`src/rtl/mtmr_pkg.sv`:
```
// package: register map, field layout and reset values of the modulo timer
package mtmr_pkg;
    // register byte offsets on the axi4-lite bus
    localparam logic [3:0] MTMR_OFS_STATUS_CONTROL = 4'h0;
    localparam logic [3:0] MTMR_OFS_CLOCK_CONFIG   = 4'h4;
    localparam logic [3:0] MTMR_OFS_COUNT_VALUE    = 4'h8;
    localparam logic [3:0] MTMR_OFS_MODULO_VALUE   = 4'hc;
    localparam int MTMR_ADDR_W = 4;
    localparam int MTMR_ADDR_LSB = 2;

    // timer_status_control bit positions
    localparam int MTMR_BIT_OVF   = 7;
    localparam int MTMR_BIT_IRQEN = 6;
    localparam int MTMR_BIT_CLR   = 5;
    localparam int MTMR_BIT_HALT  = 4;
    // timer_clock_config field positions
    localparam int MTMR_SRC_LSB = 4;
    localparam int MTMR_SRC_MSB = 5;
    localparam int MTMR_PS_MSB  = 3;

    localparam logic [7:0] MTMR_COUNT_RST  = 8'h00;
    localparam logic [7:0] MTMR_MODULO_RST = 8'h00;
    localparam logic [3:0] MTMR_PS_RST     = 4'h0;
    localparam logic [3:0] MTMR_PS_MAX     = 4'h8;

    localparam logic [1:0] MTMR_RESP_OKAY   = 2'b00;
    localparam logic [1:0] MTMR_RESP_SLVERR = 2'b10;

    typedef enum logic [1:0]
    {
        MTMR_SRC_BUS  = 2'b00,
        MTMR_SRC_FIXED = 2'b01,
        MTMR_SRC_FALL = 2'b10,
        MTMR_SRC_RISE = 2'b11
    } mtmr_src_t;

    // software-visible control fields
    typedef struct packed
    {
        logic      halt;
        logic      irq_enable;
        mtmr_src_t source;
        logic [3:0] prescale;
    } mtmr_ctrl_t;

    // one-cycle write and status-read side effects from the bus slave
    typedef struct packed
    {
        logic       status_wr;
        logic       status_rd;
        logic       clear_strobe;
        logic       flag_wr0;
        logic       modulo_wr;
        logic [7:0] modulo_data;
    } mtmr_wev_t;
endpackage

```
`src/rtl/mtmr_top.sv`:
```
// 8-bit modulo timer with prescaler and axi4-lite register slave
`timescale 1ns/1ps
import mtmr_pkg::*;
module mtmr_top
(
    input  wire logic        clk,             // bus clock, 200 MHz
    input  wire logic        arst_n,          // async reset, active low
    input  wire logic        fixed_rate_clock, // fixed-rate source pin
    input  wire logic        ext_count_pin,   // external count pin
    output logic             overflow_irq,    // interrupt request, high
    input  wire logic [31:0] s_axi_awaddr,    // write address
    input  wire logic        s_axi_awvalid,   // write address valid
    output logic             s_axi_awready,   // write address ready
    input  wire logic [31:0] s_axi_wdata,     // write data
    input  wire logic [3:0]  s_axi_wstrb,     // write strobes
    input  wire logic        s_axi_wvalid,    // write data valid
    output logic             s_axi_wready,    // write data ready
    output logic [1:0]       s_axi_bresp,     // write response
    output logic             s_axi_bvalid,    // write response valid
    input  wire logic        s_axi_bready,    // write response ready
    input  wire logic [31:0] s_axi_araddr,    // read address
    input  wire logic        s_axi_arvalid,   // read address valid
    output logic             s_axi_arready,   // read address ready
    output logic [31:0]      s_axi_rdata,     // read data
    output logic [1:0]       s_axi_rresp,     // read response
    output logic             s_axi_rvalid,    // read data valid
    input  wire logic        s_axi_rready     // read data ready
);
    import mtmr_pkg::*;

    mtmr_ctrl_t ctrl;
    mtmr_wev_t  wev;
    logic [7:0] timer_count_value;
    logic [7:0] timer_modulo_value;
    logic       overflow_flag;
    logic       clear_armed;
    logic       aw_held;
    logic       w_held;
    logic [MTMR_ADDR_W-1:0] aw_addr;
    logic [31:0] w_data;
    logic [3:0]  w_strb;
    logic        do_write;
    logic        rd_take;
    logic [MTMR_ADDR_W-1:0] rd_addr;
    logic [31:0] next_rdata;
    logic        rd_ok;
    logic        wr_ok;
    logic        fix_rise;
    logic        fix_fall;
    logic        pin_rise;
    logic        pin_fall;
    logic        src_en;
    logic        tick;
    logic        wrap;
    logic        overflow_event;

    // ---- write channel: address and data taken in either order
    assign s_axi_awready = !aw_held && !s_axi_bvalid;
    assign s_axi_wready  = !w_held && !s_axi_bvalid;
    assign do_write      = aw_held && w_held && !s_axi_bvalid;

    always_ff @(posedge clk or negedge arst_n)
    begin
        if (!arst_n)
        begin
            aw_held <= 1'b0;
            aw_addr <= '0;
        end
        else if (s_axi_awvalid && s_axi_awready)
        begin
            aw_held <= 1'b1;
            aw_addr <= s_axi_awaddr[MTMR_ADDR_W-1:0];
        end
        else if (do_write)
            aw_held <= 1'b0;
    end

    always_ff @(posedge clk or negedge arst_n)
    begin
        if (!arst_n)
        begin
            w_held <= 1'b0;
            w_data <= '0;
            w_strb <= '0;
        end
        else if (s_axi_wvalid && s_axi_wready)
        begin
            w_held <= 1'b1;
            w_data <= s_axi_wdata;
            w_strb <= s_axi_wstrb;
        end
        else if (do_write)
            w_held <= 1'b0;
    end

    assign wr_ok = (aw_addr[MTMR_ADDR_LSB-1:0] == '0);

    always_ff @(posedge clk or negedge arst_n)
    begin
        if (!arst_n)
        begin
            s_axi_bvalid <= 1'b0;
            s_axi_bresp  <= MTMR_RESP_OKAY;
        end
        else if (do_write)
        begin
            s_axi_bvalid <= 1'b1;
            s_axi_bresp  <= wr_ok ? MTMR_RESP_OKAY : MTMR_RESP_SLVERR;
        end
        else if (s_axi_bready)
            s_axi_bvalid <= 1'b0;
    end

    // only byte lane 0 carries register bits
    always_comb
    begin
        wev = '0;
        if (do_write && wr_ok && w_strb[0])
        begin
            unique case (aw_addr)
                MTMR_OFS_STATUS_CONTROL:
                begin
                    wev.status_wr    = 1'b1;
                    wev.clear_strobe = w_data[MTMR_BIT_CLR];
                    wev.flag_wr0     = !w_data[MTMR_BIT_OVF];
                end
                MTMR_OFS_MODULO_VALUE:
                    wev.modulo_wr = 1'b1;
                default:
                    wev.status_wr = 1'b0;
            endcase
        end
        wev.modulo_data = w_data[7:0];
        wev.status_rd   = rd_take && (rd_addr == MTMR_OFS_STATUS_CONTROL);
    end

    // ---- read channel
    assign s_axi_arready = !s_axi_rvalid;
    assign rd_take       = s_axi_arvalid && s_axi_arready;
    assign rd_addr       = s_axi_araddr[MTMR_ADDR_W-1:0];
    assign rd_ok         = (rd_addr[MTMR_ADDR_LSB-1:0] == '0);

    always_comb
    begin
        next_rdata = '0;
        unique case (rd_addr)
            MTMR_OFS_STATUS_CONTROL:
            begin
                next_rdata[MTMR_BIT_OVF]   = overflow_flag;
                next_rdata[MTMR_BIT_IRQEN] = ctrl.irq_enable;
                next_rdata[MTMR_BIT_HALT]  = ctrl.halt;  // clear bit reads 0
            end
            MTMR_OFS_CLOCK_CONFIG:
            begin
                next_rdata[MTMR_SRC_MSB:MTMR_SRC_LSB] = ctrl.source;
                next_rdata[MTMR_PS_MSB:0]             = ctrl.prescale;
            end
            MTMR_OFS_COUNT_VALUE:
                next_rdata[7:0] = timer_count_value;
            MTMR_OFS_MODULO_VALUE:
                next_rdata[7:0] = timer_modulo_value;
            default:
                next_rdata = '0;
        endcase
    end

    always_ff @(posedge clk or negedge arst_n)
    begin
        if (!arst_n)
        begin
            s_axi_rvalid <= 1'b0;
            s_axi_rdata  <= '0;
            s_axi_rresp  <= MTMR_RESP_OKAY;
        end
        else if (rd_take)
        begin
            s_axi_rvalid <= 1'b1;
            s_axi_rdata  <= rd_ok ? next_rdata : '0;
            s_axi_rresp  <= rd_ok ? MTMR_RESP_OKAY : MTMR_RESP_SLVERR;
        end
        else if (s_axi_rready)
            s_axi_rvalid <= 1'b0;
    end

    // ---- control registers
    always_ff @(posedge clk or negedge arst_n)
    begin
        if (!arst_n)
        begin
            ctrl.halt       <= 1'b1;
            ctrl.irq_enable <= 1'b0;
            ctrl.source     <= MTMR_SRC_BUS;
            ctrl.prescale   <= MTMR_PS_RST;
        end
        else if (do_write && wr_ok && w_strb[0])
        begin
            if (aw_addr == MTMR_OFS_STATUS_CONTROL)
            begin
                ctrl.halt       <= w_data[MTMR_BIT_HALT];
                ctrl.irq_enable <= w_data[MTMR_BIT_IRQEN];
            end
            else if (aw_addr == MTMR_OFS_CLOCK_CONFIG)
            begin
                ctrl.source   <= mtmr_src_t'(w_data[MTMR_SRC_MSB:MTMR_SRC_LSB]);
                ctrl.prescale <= w_data[MTMR_PS_MSB:0];
            end
        end
    end

    always_ff @(posedge clk or negedge arst_n)
    begin
        if (!arst_n)
            timer_modulo_value <= MTMR_MODULO_RST;
        else if (wev.modulo_wr)
            timer_modulo_value <= wev.modulo_data;
    end

    // ---- counting sources, both pins synchronised
    mtmr_sync_edge u_fixed_sync
    (
        .clk    (clk),
        .arst_n (arst_n),
        .pin    (fixed_rate_clock),
        .rise   (fix_rise),
        .fall   ()
    );

    mtmr_sync_edge u_pin_sync
    (
        .clk    (clk),
        .arst_n (arst_n),
        .pin    (ext_count_pin),
        .rise   (pin_rise),                                               
        .fall   (pin_fall)
    );
    assign fix_fall = 1'b0;

    // selection is purely combinational so a change keeps the count
    always_comb
    begin
        unique case (ctrl.source)
            MTMR_SRC_BUS:   src_en = 1'b1;
            MTMR_SRC_FIXED: src_en = fix_rise | fix_fall;
            MTMR_SRC_FALL:  src_en = pin_fall;
            MTMR_SRC_RISE:  src_en = pin_rise;
        endcase
    end

    mtmr_prescaler #(.DIV_W(8)) u_prescaler
    (
        .clk    (clk),
        .arst_n (arst_n),
        .src_en (src_en),
        .run    (!ctrl.halt),
        .select (ctrl.prescale),
        .tick   (tick)
    );

    // ---- counter: modulo zero lets the 8-bit count roll over at ff
    assign wrap = (timer_modulo_value == MTMR_MODULO_RST)
                ? (timer_count_value == 8'hff)
                : (timer_count_value == timer_modulo_value);
    assign overflow_event = tick && wrap;

    always_ff @(posedge clk or negedge arst_n)
    begin
        if (!arst_n)
            timer_count_value <= MTMR_COUNT_RST;
        else if (wev.clear_strobe || (wev.modulo_wr && !ctrl.halt))
            timer_count_value <= MTMR_COUNT_RST;
        else if (tick)
            timer_count_value <= wrap ? MTMR_COUNT_RST
                                      : timer_count_value + 8'h01;
    end

    // ---- overflow flag with two-step clear
    always_ff @(posedge clk or negedge arst_n)
    begin
        if (!arst_n)
            clear_armed <= 1'b0;
        else if (overflow_event || wev.status_wr)
            clear_armed <= 1'b0;
        else if (wev.status_rd && overflow_flag)
            clear_armed <= 1'b1;
    end

    // a new overflow always wins over any clearing action
    always_ff @(posedge clk or negedge arst_n)
    begin
        if (!arst_n)
            overflow_flag <= 1'b0;
        else if (overflow_event)
            overflow_flag <= 1'b1;
        else if (wev.clear_strobe || wev.modulo_wr)
            overflow_flag <= 1'b0;
        else if (wev.status_wr && wev.flag_wr0 && clear_armed)
            overflow_flag <= 1'b0;
    end

    assign overflow_irq = overflow_flag & ctrl.irq_enable;

    a_flag_sets: assert property (@(posedge clk) disable iff (!arst_n)
        overflow_event |=> overflow_flag && timer_count_value == 8'h00)
        else $error("overflow did not set flag and zero count");
    a_halt_freezes: assert property (@(posedge clk) disable iff (!arst_n)
        ctrl.halt && !wev.clear_strobe && !wev.modulo_wr
        |=> $stable(timer_count_value))
        else $error("count moved while halted");
    a_irq_follows: assert property (@(posedge clk) disable iff (!arst_n)
        overflow_irq == (overflow_flag && ctrl.irq_enable))
        else $error("irq mismatch");
    a_strobe_clears: assert property (@(posedge clk) disable iff (!arst_n)
        wev.clear_strobe && !overflow_event
        |=> timer_count_value == 8'h00 && !overflow_flag)
        else $error("clear strobe failed");
    a_no_blind_clear: assert property (@(posedge clk) disable iff (!arst_n)
        overflow_flag && !clear_armed && !wev.clear_strobe && !wev.modulo_wr
        |=> overflow_flag)
        else $error("flag cleared without read");
    a_mod_wr_clears: assert property (@(posedge clk) disable iff (!arst_n)
        wev.modulo_wr && !ctrl.halt && !wev.clear_strobe && !overflow_event
        |=> timer_count_value == 8'h00 && !overflow_flag)
        else $error("modulo write did not clear");
    a_mod_bound: assert property (@(posedge clk) disable iff (!arst_n)
        timer_modulo_value != 8'h00 && $past(timer_count_value)
        == timer_modulo_value && $past(tick) && !$past(wev.clear_strobe)
        && !$past(wev.modulo_wr) |-> timer_count_value == 8'h00)
        else $error("no wrap at modulo");
    a_tick_steps: assert property (@(posedge clk) disable iff (!arst_n)
        tick && !wrap && !wev.clear_strobe && !wev.modulo_wr
        |=> timer_count_value == $past(timer_count_value) + 8'h01)
        else $error("count did not step");

    c_overflow: cover property (@(posedge clk) disable iff (!arst_n)
        overflow_event);
    c_two_step: cover property (@(posedge clk) disable iff (!arst_n)
        clear_armed ##[1:20] !overflow_flag);
    c_cancel: cover property (@(posedge clk) disable iff (!arst_n)
        clear_armed && overflow_event);
endmodule

```
`src/rtl/mtmr_sync_edge.sv`:
```
// synchroniser and edge detector for the fixed-rate and external count pins
`timescale 1ns/1ps
module mtmr_sync_edge
(
    input  wire logic clk,     // bus clock
    input  wire logic arst_n,  // async reset, active low
    input  wire logic pin,     // raw fixed_rate_clock or ext_count_pin
    output logic      rise,    // one-cycle pulse on rising edge
    output logic      fall     // one-cycle pulse on falling edge
);
    logic meta;
    logic sync;
    logic prev;

    // first stage feeds only the second stage
    always_ff @(posedge clk or negedge arst_n)
    begin
        if (!arst_n)
        begin
            meta <= 1'b0;
            sync <= 1'b0;
            prev <= 1'b0;
        end
        else
        begin
            meta <= pin;
            sync <= meta;
            prev <= sync;
        end
    end

    assign rise = sync & ~prev;
    assign fall = ~sync & prev;
endmodule

```
`src/rtl/mtmr_prescaler.sv`:
```
// power-of-two prescaler giving a one-cycle tick per divided source event
`timescale 1ns/1ps
module mtmr_prescaler
#(
    parameter int DIV_W = 8    // prescaler stages, divide up to 2**DIV_W
)
(
    input  wire logic       clk,      // bus clock
    input  wire logic       arst_n,   // async reset, active low
    input  wire logic       src_en,   // one source event this cycle
    input  wire logic       run,      // counter not halted
    input  wire logic [3:0] select,   // prescale_select code
    output logic            tick      // one-cycle divided tick
);
    logic [DIV_W-1:0] div;
    logic [DIV_W-1:0] mask;
    logic [3:0]       sel_eff;

    // unused codes above the top ratio act as the top ratio
    assign sel_eff = (select > 4'(DIV_W)) ? 4'(DIV_W) : select;
    assign mask    = DIV_W'((9'h001 << sel_eff) - 9'h001);
    assign tick    = run & src_en & ((div & mask) == mask);

    // the divider keeps running across ratio changes so the count is kept
    always_ff @(posedge clk or negedge arst_n)
    begin
        if (!arst_n)
            div <= '0;
        else if (run && src_en)
            div <= div + DIV_W'(1);
    end
endmodule

```
`config.mk`:
```
export PLATFORM = sky130hd
export DESIGN_NAME = mtmr_top
export DESIGN_NICKNAME = d
export VERILOG_FILES = /design/src/rtl/mtmr_pkg.sv /design/src/rtl/mtmr_top.sv /design/src/rtl/mtmr_sync_edge.sv /design/src/rtl/mtmr_prescaler.sv
export SDC_FILE = /design/constraint.sdc
export NUM_CORES = 1
export LEC_CHECK = 0
export BUFFER_PORTS_ARGS = -buffer_cell sky130_fd_sc_hd__buf_4
export CAP_MARGIN = 30
export CORE_ASPECT_RATIO = 1.25
export CORE_MARGIN = 2
export CORE_UTILIZATION = 52
export DETAILED_ROUTE_END_ITERATION = 12
export GPL_TIMING_DRIVEN = 1
export PLACE_DENSITY_LB_ADDON = 0.15
export SYNTH_ARGS = -nofsm -noshare
export SYNTH_HDL_FRONTEND = slang
export SYNTH_SLANG_ARGS = --single-unit
```
`constraint.sdc`:
```
create_clock -name clk -period 6.8 [get_ports clk]
set_clock_uncertainty 0.05 [all_clocks]
set_input_delay 0.68 -clock clk [delete_from_list [all_inputs] [get_ports clk]]
set_output_delay 0.68 -clock clk [all_outputs]
set_load 0.01 [all_outputs]
```
==> results.md, run 1 <==
* Cell Pwr Density at 438 nW/um^2
* Max-cap violations at 0
* Tcrit/Tclk final at 37.8%
* Vias in the first global route at 2297
* Antenna violations before repair at 0
* Final Slew Violations at 0
* Global Route Usage Sum at 19.1%
* Post-synthesis cell type count at 56
* Core Box Area at 6570 sq um
* Row cnt at 33
* Fin Setup TNS at 0 ps
* Share of cells above drive strength 1 at 29.7%
* Overall power at 1.76 mW
* Outcome: completed
* Reg power frac at 40.2%
* Synth Area in Adders at 1.07%
* Initial Utilization at 53.7%
* Max frequency at 389 MHz
* Ys flop type: dfrtp_1
* Final core occ at 61.1%
* Crit path max-delay family: compound AO/OA/AOI/OAI gates
* Critical setup path kind: reg2reg
* CP required at 7010 ps
* Antenna diode count at 0
* Die Y at 96.0 microns
* Worst skew pair latency at 350 ps
* Worst path arrival time at 2780 ps
* Hold path start: u_fixed_sync.meta$_DFF_PN0_
* Total global routing overflow at 0
* Area grow syn2layout at 13.8%
* Clock power share at 20.6%
* Post-cts resize count at 0
* Actual slew at the worst max-slew pin at 893 ps
* Hold slack final at 304 ps
* Nets at 471
* Hold endpoint: u_fixed_sync.sync$_DFF_PN0_
* Compound-Gate Fraction of Synth Area at 13.5%
* Final setup violating endpoints at 0
* Type of origin of the critical path: flip-flop
* Final wirelength at 6630 microns
* Post-synthesis cell area at 3520 sq um
* Num CTS Buffers at 9
* Residual DRC count at 0
* Die width at 77.6 microns
* Drt via density at 5.43
* First-pass GRT wire length at 10900 microns
* Mapped Cells at 320
* Sw Pwr at 0.665 mW
* CTS tree: built
* Flip-flop and latch count after synthesis at 67
* Crit path cell chain: nor2_1 -> nand2_1 -> ha_1 -> nor3_1 -> a21oi_1 -> o32a_1 -> a41oi_1 -> a21oi_1 -> o22ai_1
* FF-to-FF End: timer_count_value[7]$_DFFE_PN0P_
* YS warnings at 0
* Share of the synthesized area in the top cell type at 46.9%
* Via count at 2447
* Final worst path period need at 2570 ps
* Fraction of synthesized cell area in xor and xnor cells at 2.98%
* Clk buf depth at 2
* Setup ws final at 4230 ps
* Maximum single-stage delay on the critical path at 580 ps
* Unrepaired setup endpoints after global routing: false
* Post-synth ARST share at 100%
* Yosys top cell by area: dfrtp_1
* Input/output buffers at 41
* Remaining antenna violation count at 0
* Worst path bufs/invs at 0
* Setup WS pre-CTS at 4300 ps
* Crit end category: flip-flop
* CP max FO at 6
* Clock sink total at 67
* Ports at 151
* H-tree level count at 3
* Syn Area/Cell at 11.0 sq um
* Post-synth EDFFs at 0
* Area contributors post-synth: dfrtp_1 47%, mux2_2 11%, buf_4 5.5%
* Switching share of power at 37.8%
* Mux cell area share after synthesis at 11.8%
* Initial DRC Count at 101
* Hold bufs inserted after CTS at 0
* Static leakage at 1.83 nW
* Final instance area at 4010 sq um
* WL per Instance at 14.7 microns
* Peak supply drop at 0.232 mV
* RR Startpoint: ctrl[2]$_DFFE_PN0P_
* Crit path top cell by count: a21oi_1
* Combinational Power Share at 39.2%
* Final hold violation count at 0
* Worst hold-check path type: reg2reg
* Most common library cells after synthesis: 66 x dfrtp_1, 35 x mux2_2, 29 x nand2_1
* 1st-pass router iterations at 4
* Clock root buffer master: clkbuf_8
* Most common cell in the synthesized netlist: dfrtp_1
* Slowest cell on crit path: a41oi_1
* Cell count after placement at 435
* Worst R2R Setup Slack at 4230 ps
* Simple-gate area share of the yosys netlist at 15.0%
* Dpl cell area at 3790 sq um
* Clk slew on worst S/H paths at 70 ps
* GP Congestion at 0.805
* DIE AREA at 7450 sq um
* Largest net degree at the start of global routing at 68
* Setup bufs post-CTS at 0
* Relative slew slack at 40.3%
* Fin cells at 451
* Largest family of logic cells by synthesized area: simple AND/OR/NAND/NOR gates
* P_int at 1.09 mW
* Hold Path Cell Cnt at 0
* Post-synthesis sequential area ratio at 47.6%
* Final HPWL DP at 4740 microns
* Reg2reg path depth at 9
power groups by stage:
| stage | registers (mW) | clock network, mW | logic [mW] |
|---|---|---|---|
| 4_1_cts | 0.707 | 0.370 | 0.693 |
| 6_report | 0.707 | 0.362 | 0.688 |
| 3_3_place_gp | 0.708 | 0 | 0.666 |
| 2_1_floorplan | 0.639 | 0 | 0.593 |
| 3_5_place_dp | 0.714 | 0 | 0.690 |
| 5_1_grt | 0.734 | 0.390 | 0.763 |
flip-flops by register name, indices dropped and copies added (netlist names), 4 cells and up:
name,cells
w_data,8
timer_modulo_value,8
timer_count_value,8
ctrl,8
aw_addr,4
u_prescaler.div,8
s_axi_rdata,8
how the worst max path moves through the flow:
| stage | from | end | slack [ps] | depth (start not counted) |
|---|---|---|---|---|
| 2_1_floorplan | timer_modulo_value[5]$_DFFE_PN0P_ | timer_count_value[3]$_DFFE_PN0P_ | 4520 | 6 |
| 3_3_place_gp | s_axi_bvalid$_DFFE_PN0P_ | overflow_flag$_DFFE_PN0P_ | 4310 | 5 |
| 3_5_place_dp | ctrl[2]$_DFFE_PN0P_ | timer_count_value[4]$_DFFE_PN0P_ | 4300 | 9 |
| 4_1_cts | ctrl[2]$_DFFE_PN0P_ | timer_count_value[7]$_DFFE_PN0P_ | 4270 | 9 |
| 5_1_grt | s_axi_bvalid$_DFFE_PN0P_ | overflow_flag$_DFFE_PN0P_ | 4090 | 5 |
| 6_report | ctrl[2]$_DFFE_PN0P_ | timer_count_value[7]$_DFFE_PN0P_ | 4230 | 9 |
layout by cell type, fill, tap and decap left out, types with 2 or more instances in the layout:
cell type and n:
a21oi_1 8, a22oi_1 6, a32o_1 3, and2_1 3, and3_1 3, buf_4 41, bufinv_16 2, clkbuf_8 9
clkinvlp_4 2, conb_1 26, dfrtp_1 66, ha_1 3, inv_1 11, mux2_2 35, nand2_1 29, nand3_1 10
nand3b_1 3, nand4_1 5, nor2_1 9, nor2b_1 7, nor3_1 4, o21a_1 2, o21ai_0 17, o22ai_1 3
o311ai_2 4, o31ai_1 4, or3b_1 2, or4_4 2, or4bb_1 3, xnor2_1 7, xor2_1 5
per-layer routing:
layer / GRT usage [%] / share of wire, %
met4: 9.38 / 1.4
met2: 32.5 / 51
met3: 3.75 / 3.3
met5: 0 / 0
met1: 23.5 / 44
final cells by class:
| class | count | area (sq um) |
|---|---|---|
| fillers | 567 | 2550 |
| flip-flops and latches | 67 | 1680 |
| multi-input cells | 229 | 1660 |
| repair buffers | 41 | 308 |
| clock buffers | 10 | 128 |
| well taps | 87 | 109 |
| clock inverters | 6 | 88.8 |
| inverters | 11 | 41.3 |
cell families after synthesis:
group,after synthesis
compound gates,60
xor+xnor,12
fa+ha+maj,3
buf+inv,49
flops,67
mux,36
other cells,1
simple gates,92
(Power assumes the default switching activity.)
==> inputs of run 2 (changes only) <==
--- a/config.mk
+++ b/config.mk
@@ -5,11 +5,12 @@
 export SDC_FILE = /design/constraint.sdc
 export NUM_CORES = 1
 export LEC_CHECK = 0
+export ABC_AREA = 1
 export BUFFER_PORTS_ARGS = -buffer_cell sky130_fd_sc_hd__buf_4
 export CAP_MARGIN = 30
 export CORE_ASPECT_RATIO = 1.25
 export CORE_MARGIN = 2
-export CORE_UTILIZATION = 52
+export CORE_UTILIZATION = 48
 export DETAILED_ROUTE_END_ITERATION = 12
 export GPL_TIMING_DRIVEN = 1
 export PLACE_DENSITY_LB_ADDON = 0.15
==> constraint.sdc (replaced) <==
create_clock -name clk -period 2.6 [get_ports clk]
set_clock_uncertainty 0.05 [all_clocks]
set_input_delay 0.26 -clock clk [delete_from_list [all_inputs] [get_ports clk]]
set_output_delay 0.26 -clock clk [all_outputs]
set_load 0.01 [all_outputs]
==> run 2 against run 1 <==
Effect of this change: sequential cell count unchanged; sequential power increased by 140%; non-clock buffer count increased by 5; register-to-register slack got worse by 3800 ps; combinational power increased to 2.9 times the previous value; via count increased by 18%; die area increased by 12%; area after synthesis increased by 3.6%; final cell count increased by 31%; critical path depth increased by 1; final area increased by 5.6%; clock power increased to 2.9 times the previous value; critical path type unchanged; critical endpoint is now clear_armed$_DFFE_PN0P_.
==> results.md, run 2 <==
* Area contributors post-synth: dfrtp_1 45%, nand2_1 9.8%, buf_4 5.3%
* Commonest non-fill, non-tap cells in the layout: 95 x nand2_1, 66 x dfrtp_1, 51 x inv_1, 43 x buf_4, 41 x nor2_1
* Hold path start: s_axi_bready
* Final setup violating endpoints at 0 (unchanged)
* Setup bufs post-CTS at 0 (unchanged)
* Static leakage at 2.14 nW (+17%)
* Global Route Usage Sum at 20.3% (+1.1 points)
* Peak supply drop at 0.634 mV (+170%)
* Max-cap violations at 0 (unchanged)
* Final Slew Violations at 0 (unchanged)
* Share of the synthesized area in the top cell type at 45.3% (-1.6 points)
* Crit path cell chain: nor2_4 -> nand3_2 -> ha_1 -> o21ai_0 -> a21oi_4 -> nand4_4 -> nor2_8 -> nand3_2 -> nand2_1 -> inv_1
* Relative slew slack at 45.3% (+5.0 points)
* Mux cell area share after synthesis at 1.23% (-11 points)
* RR Startpoint: ctrl[3]$_DFFE_PN0P_
* Share of cells above drive strength 1 at 20.2% (-9.5 points)
* Nets at 609 (+29%)
* Crit end category: flip-flop
* Post-synth EDFFs at 0 (unchanged)
* CTS tree: built
* CP max FO at 9 (+3)
* Compound-Gate Fraction of Synth Area at 10.6% (-2.9 points)
* Synth Area in Adders at 1.03% (-0.037 points)
* Worst skew pair latency at 350 ps (about the same)
* Antenna diode count at 0 (unchanged)
* Num CTS Buffers at 9 (unchanged)
* Post-synthesis cell type count at 35 (-38%)
* Crit path top cell by count: nand3_2
* P_int at 2.77 mW (+150%)
* 1st-pass router iterations at 4 (unchanged)
* Vias in the first global route at 2631 (+15%)
* Dpl cell area at 3970 sq um (+4.5%)
* Fin Setup TNS at 0 ps (unchanged)
* Largest net degree at the start of global routing at 68 (unchanged)
* Most common library cells after synthesis: 95 x nand2_1, 66 x dfrtp_1, 51 x inv_1
* Simple-gate area share of the yosys netlist at 26.4% (+11 points)
* Flip-flop and latch count after synthesis at 67 (unchanged)
* Maximum single-stage delay on the critical path at 490 ps (-90 ps)
* Clk buf depth at 2 (unchanged)
* Outcome: completed
* First-pass GRT wire length at 12500 microns (+15%)
* Antenna violations before repair at 0 (unchanged)
* Die Y at 101 microns (+5.7%)
* Final wirelength at 7440 microns (+12%)
* Sw Pwr at 1.99 mW (+200%)
* Post-synthesis sequential area ratio at 46.0% (-1.6 points)
* Final hold violation count at 0 (unchanged)
* Yosys top cell by area: dfrtp_1
* Area grow syn2layout at 16.0%
* Initial Utilization at 49.6% (-4.1 points)
* Via count at 2894 (+18%)
* Syn Area/Cell at 8.18 sq um (-26%)
* Post-synth ARST share at 100% (unchanged)
* Largest family of logic cells by synthesized area: simple AND/OR/NAND/NOR gates
* Actual slew at the worst max-slew pin at 820 ps (-73.0 ps)
* Combinational Power Share at 42.3% (+3.1 points)
* Mapped Cells at 446 (+39%)
* Final HPWL DP at 5540 microns (+17%)
* Core Box Area at 7360 sq um (+12%)
* Unrepaired setup endpoints after global routing: false
* Residual DRC count at 0 (unchanged)
* Type of origin of the critical path: flip-flop
* Worst path arrival time at 2350 ps (-430 ps)
* Tcrit/Tclk final at 82.4% (+45 points)
* Final instance area at 4230 sq um (+5.6%)
* Slowest cell on crit path: dfrtp_1
* Commonest non-fill, non-tap cell in the layout: nand2_1
* Ports at 151 (unchanged)
* Input/output buffers at 41 (unchanged)
* Critical path origin: ctrl[3]$_DFFE_PN0P_
* CP required at 2800 ps (-4210 ps)
* Hold bufs inserted after CTS at 3 (+3)
* Die width at 82.0 microns (+5.6%)
* Row cnt at 35 (+6.1%)
* Drt via density at 4.88 (-10%)
* Post-synthesis cell area at 3650 sq um (+3.6%)
* Total global routing overflow at 0 (unchanged)
* WL per Instance at 12.6 microns (-15%)
* Ys flop type: dfrtp_1
* Clock sink total at 67 (unchanged)
* Clock power share at 22.0% (+1.4 points)
* GP Congestion at 0.894 (+11%)
* Most common cell in the synthesized netlist: nand2_1
* Clock root buffer master: clkbuf_8
* Initial DRC Count at 173 (+71%)
* Worst hold-check path type: in2reg
* Post-cts resize count at 0 (unchanged)
* Cell Pwr Density at 1130 nW/um^2 (+160%)
* Clk slew on worst S/H paths at 80 ps (about the same)
* DIE AREA at 8320 sq um (+12%)
* H-tree level count at 3 (unchanged)
* Critical setup path kind: reg2reg
* Fraction of synthesized cell area in xor and xnor cells at 2.64% (-0.34 points)
* Remaining antenna violation count at 0 (unchanged)
* Max frequency at 467 MHz (+20%)
* Switching share of power at 41.8% (+3.9 points)
* Final worst path period need at 2140 ps (-428 ps)
* Reg power frac at 35.7% (-4.5 points)
* YS warnings at 0 (unchanged)
[run 2: changes by cell type after synthesis, moves of 9 or more]
cell,before,now
nand2_1,29,95
nand3_1,10,28
o21ai_1,0,20
a21oi_1,8,20
clkbuf_1,12,3
mux2_2,35,4
inv_1,11,51
nor2_1,9,41
[run 2: layout make-up]
type                            count  area [sq um]
Clock buffer                        9           124
Clock inverter                      6           115
Sequential cell                    67          1680
Fill cell                         713          3120
Timing Repair Buffer               46           353
Multi-Input combinational cell    314          1630
Tap cell                           92           115
Inverter                           59           221
[run 2: path summary, 6_finish.rpt]
kind | slack [ps] | depth (start not counted) | endpoint
setup / recovery | 460 | 10 | clear_armed$_DFFE_PN0P_
hold / removal | 30 | 2 | s_axi_bvalid$_DFFE_PN0P_
setup reg to reg | 460 | 10 | clear_armed$_DFFE_PN0P_
hold reg to reg | 300 | 0 | u_fixed_sync.sync$_DFF_PN0_
max in group asynchronous | 1470 | 2 | s_axi_rdata[3]$_DFFE_PN0P_
min in group asynchronous | 490 | 2 | u_pin_sync.meta$_DFF_PN0_
[run 2: per-stage QoR]
| step | hold WS (ps) | util (%) | total power [mW] | setup slack, ps | std cells |
|---|---|---|---|---|---|
| 2_1_floorplan | -85.6 | - | 3.24 | 696 | 471 |
| 3_3_place_gp | 282 | 53.9 | 3.65 | 487 | 575 |
| 3_5_place_dp | 286 | 53.9 | 3.74 | 446 | 575 |
| 4_1_cts | 16.4 | 57.6 | 4.80 | 438 | 593 |
| 5_1_grt | 39.6 | 57.6 | 5.16 | 286 | 593 |
| 6_report | 25.5 | 57.6 | 4.77 | 457 | 593 |
[run 2: power groups by stage]
stage               Sequential, mW  Combinational [mW]  Clock, mW
floorplan                     1.64                1.60          0
global placement              1.70                1.95          0
detailed placement            1.71                2.02          0
CTS                           1.70                2.04       1.07
global route                  1.75                2.29       1.12
finish                        1.70                2.02       1.05
[run 2: worst max-delay path, delay by kind of cell, from the launching register on]
family / cells / cell delay, ps
AND/OR/NAND/NOR: 6 / 850
flip-flops: 1 / 490
AO/OA/AOI/OAI: 2 / 330
adder cells (fa/ha/maj): 1 / 290
buffers and inverters: 1 / 40
[run 2: logic make-up (layout without fill, tap and decap cells)]
group / count (synthesis) / in the layout
other: 1 / 26
AO/OA/AOI/OAI: 71 / 71
buffers and inverters: 90 / 120
XOR/XNOR: 11 / 11
multiplexers: 4 / 4
AND/OR/NAND/NOR: 199 / 199
adder cells (fa/ha/maj): 3 / 3
flip-flops: 67 / 67
[run 2: layer usage]
| metal | vias to the layer above | routed length [microns] | global-route usage [%] |
|---|---|---|---|
| li1 | 1473 | - | - |
| met1 | 1314 | 3220 | 25.8 |
| met2 | 91 | 3610 | 31.1 |
| met3 | 16 | 399 | 3.83 |
| met4 | 0 | 212 | 13.5 |
| met5 | - | 0 | 0 |
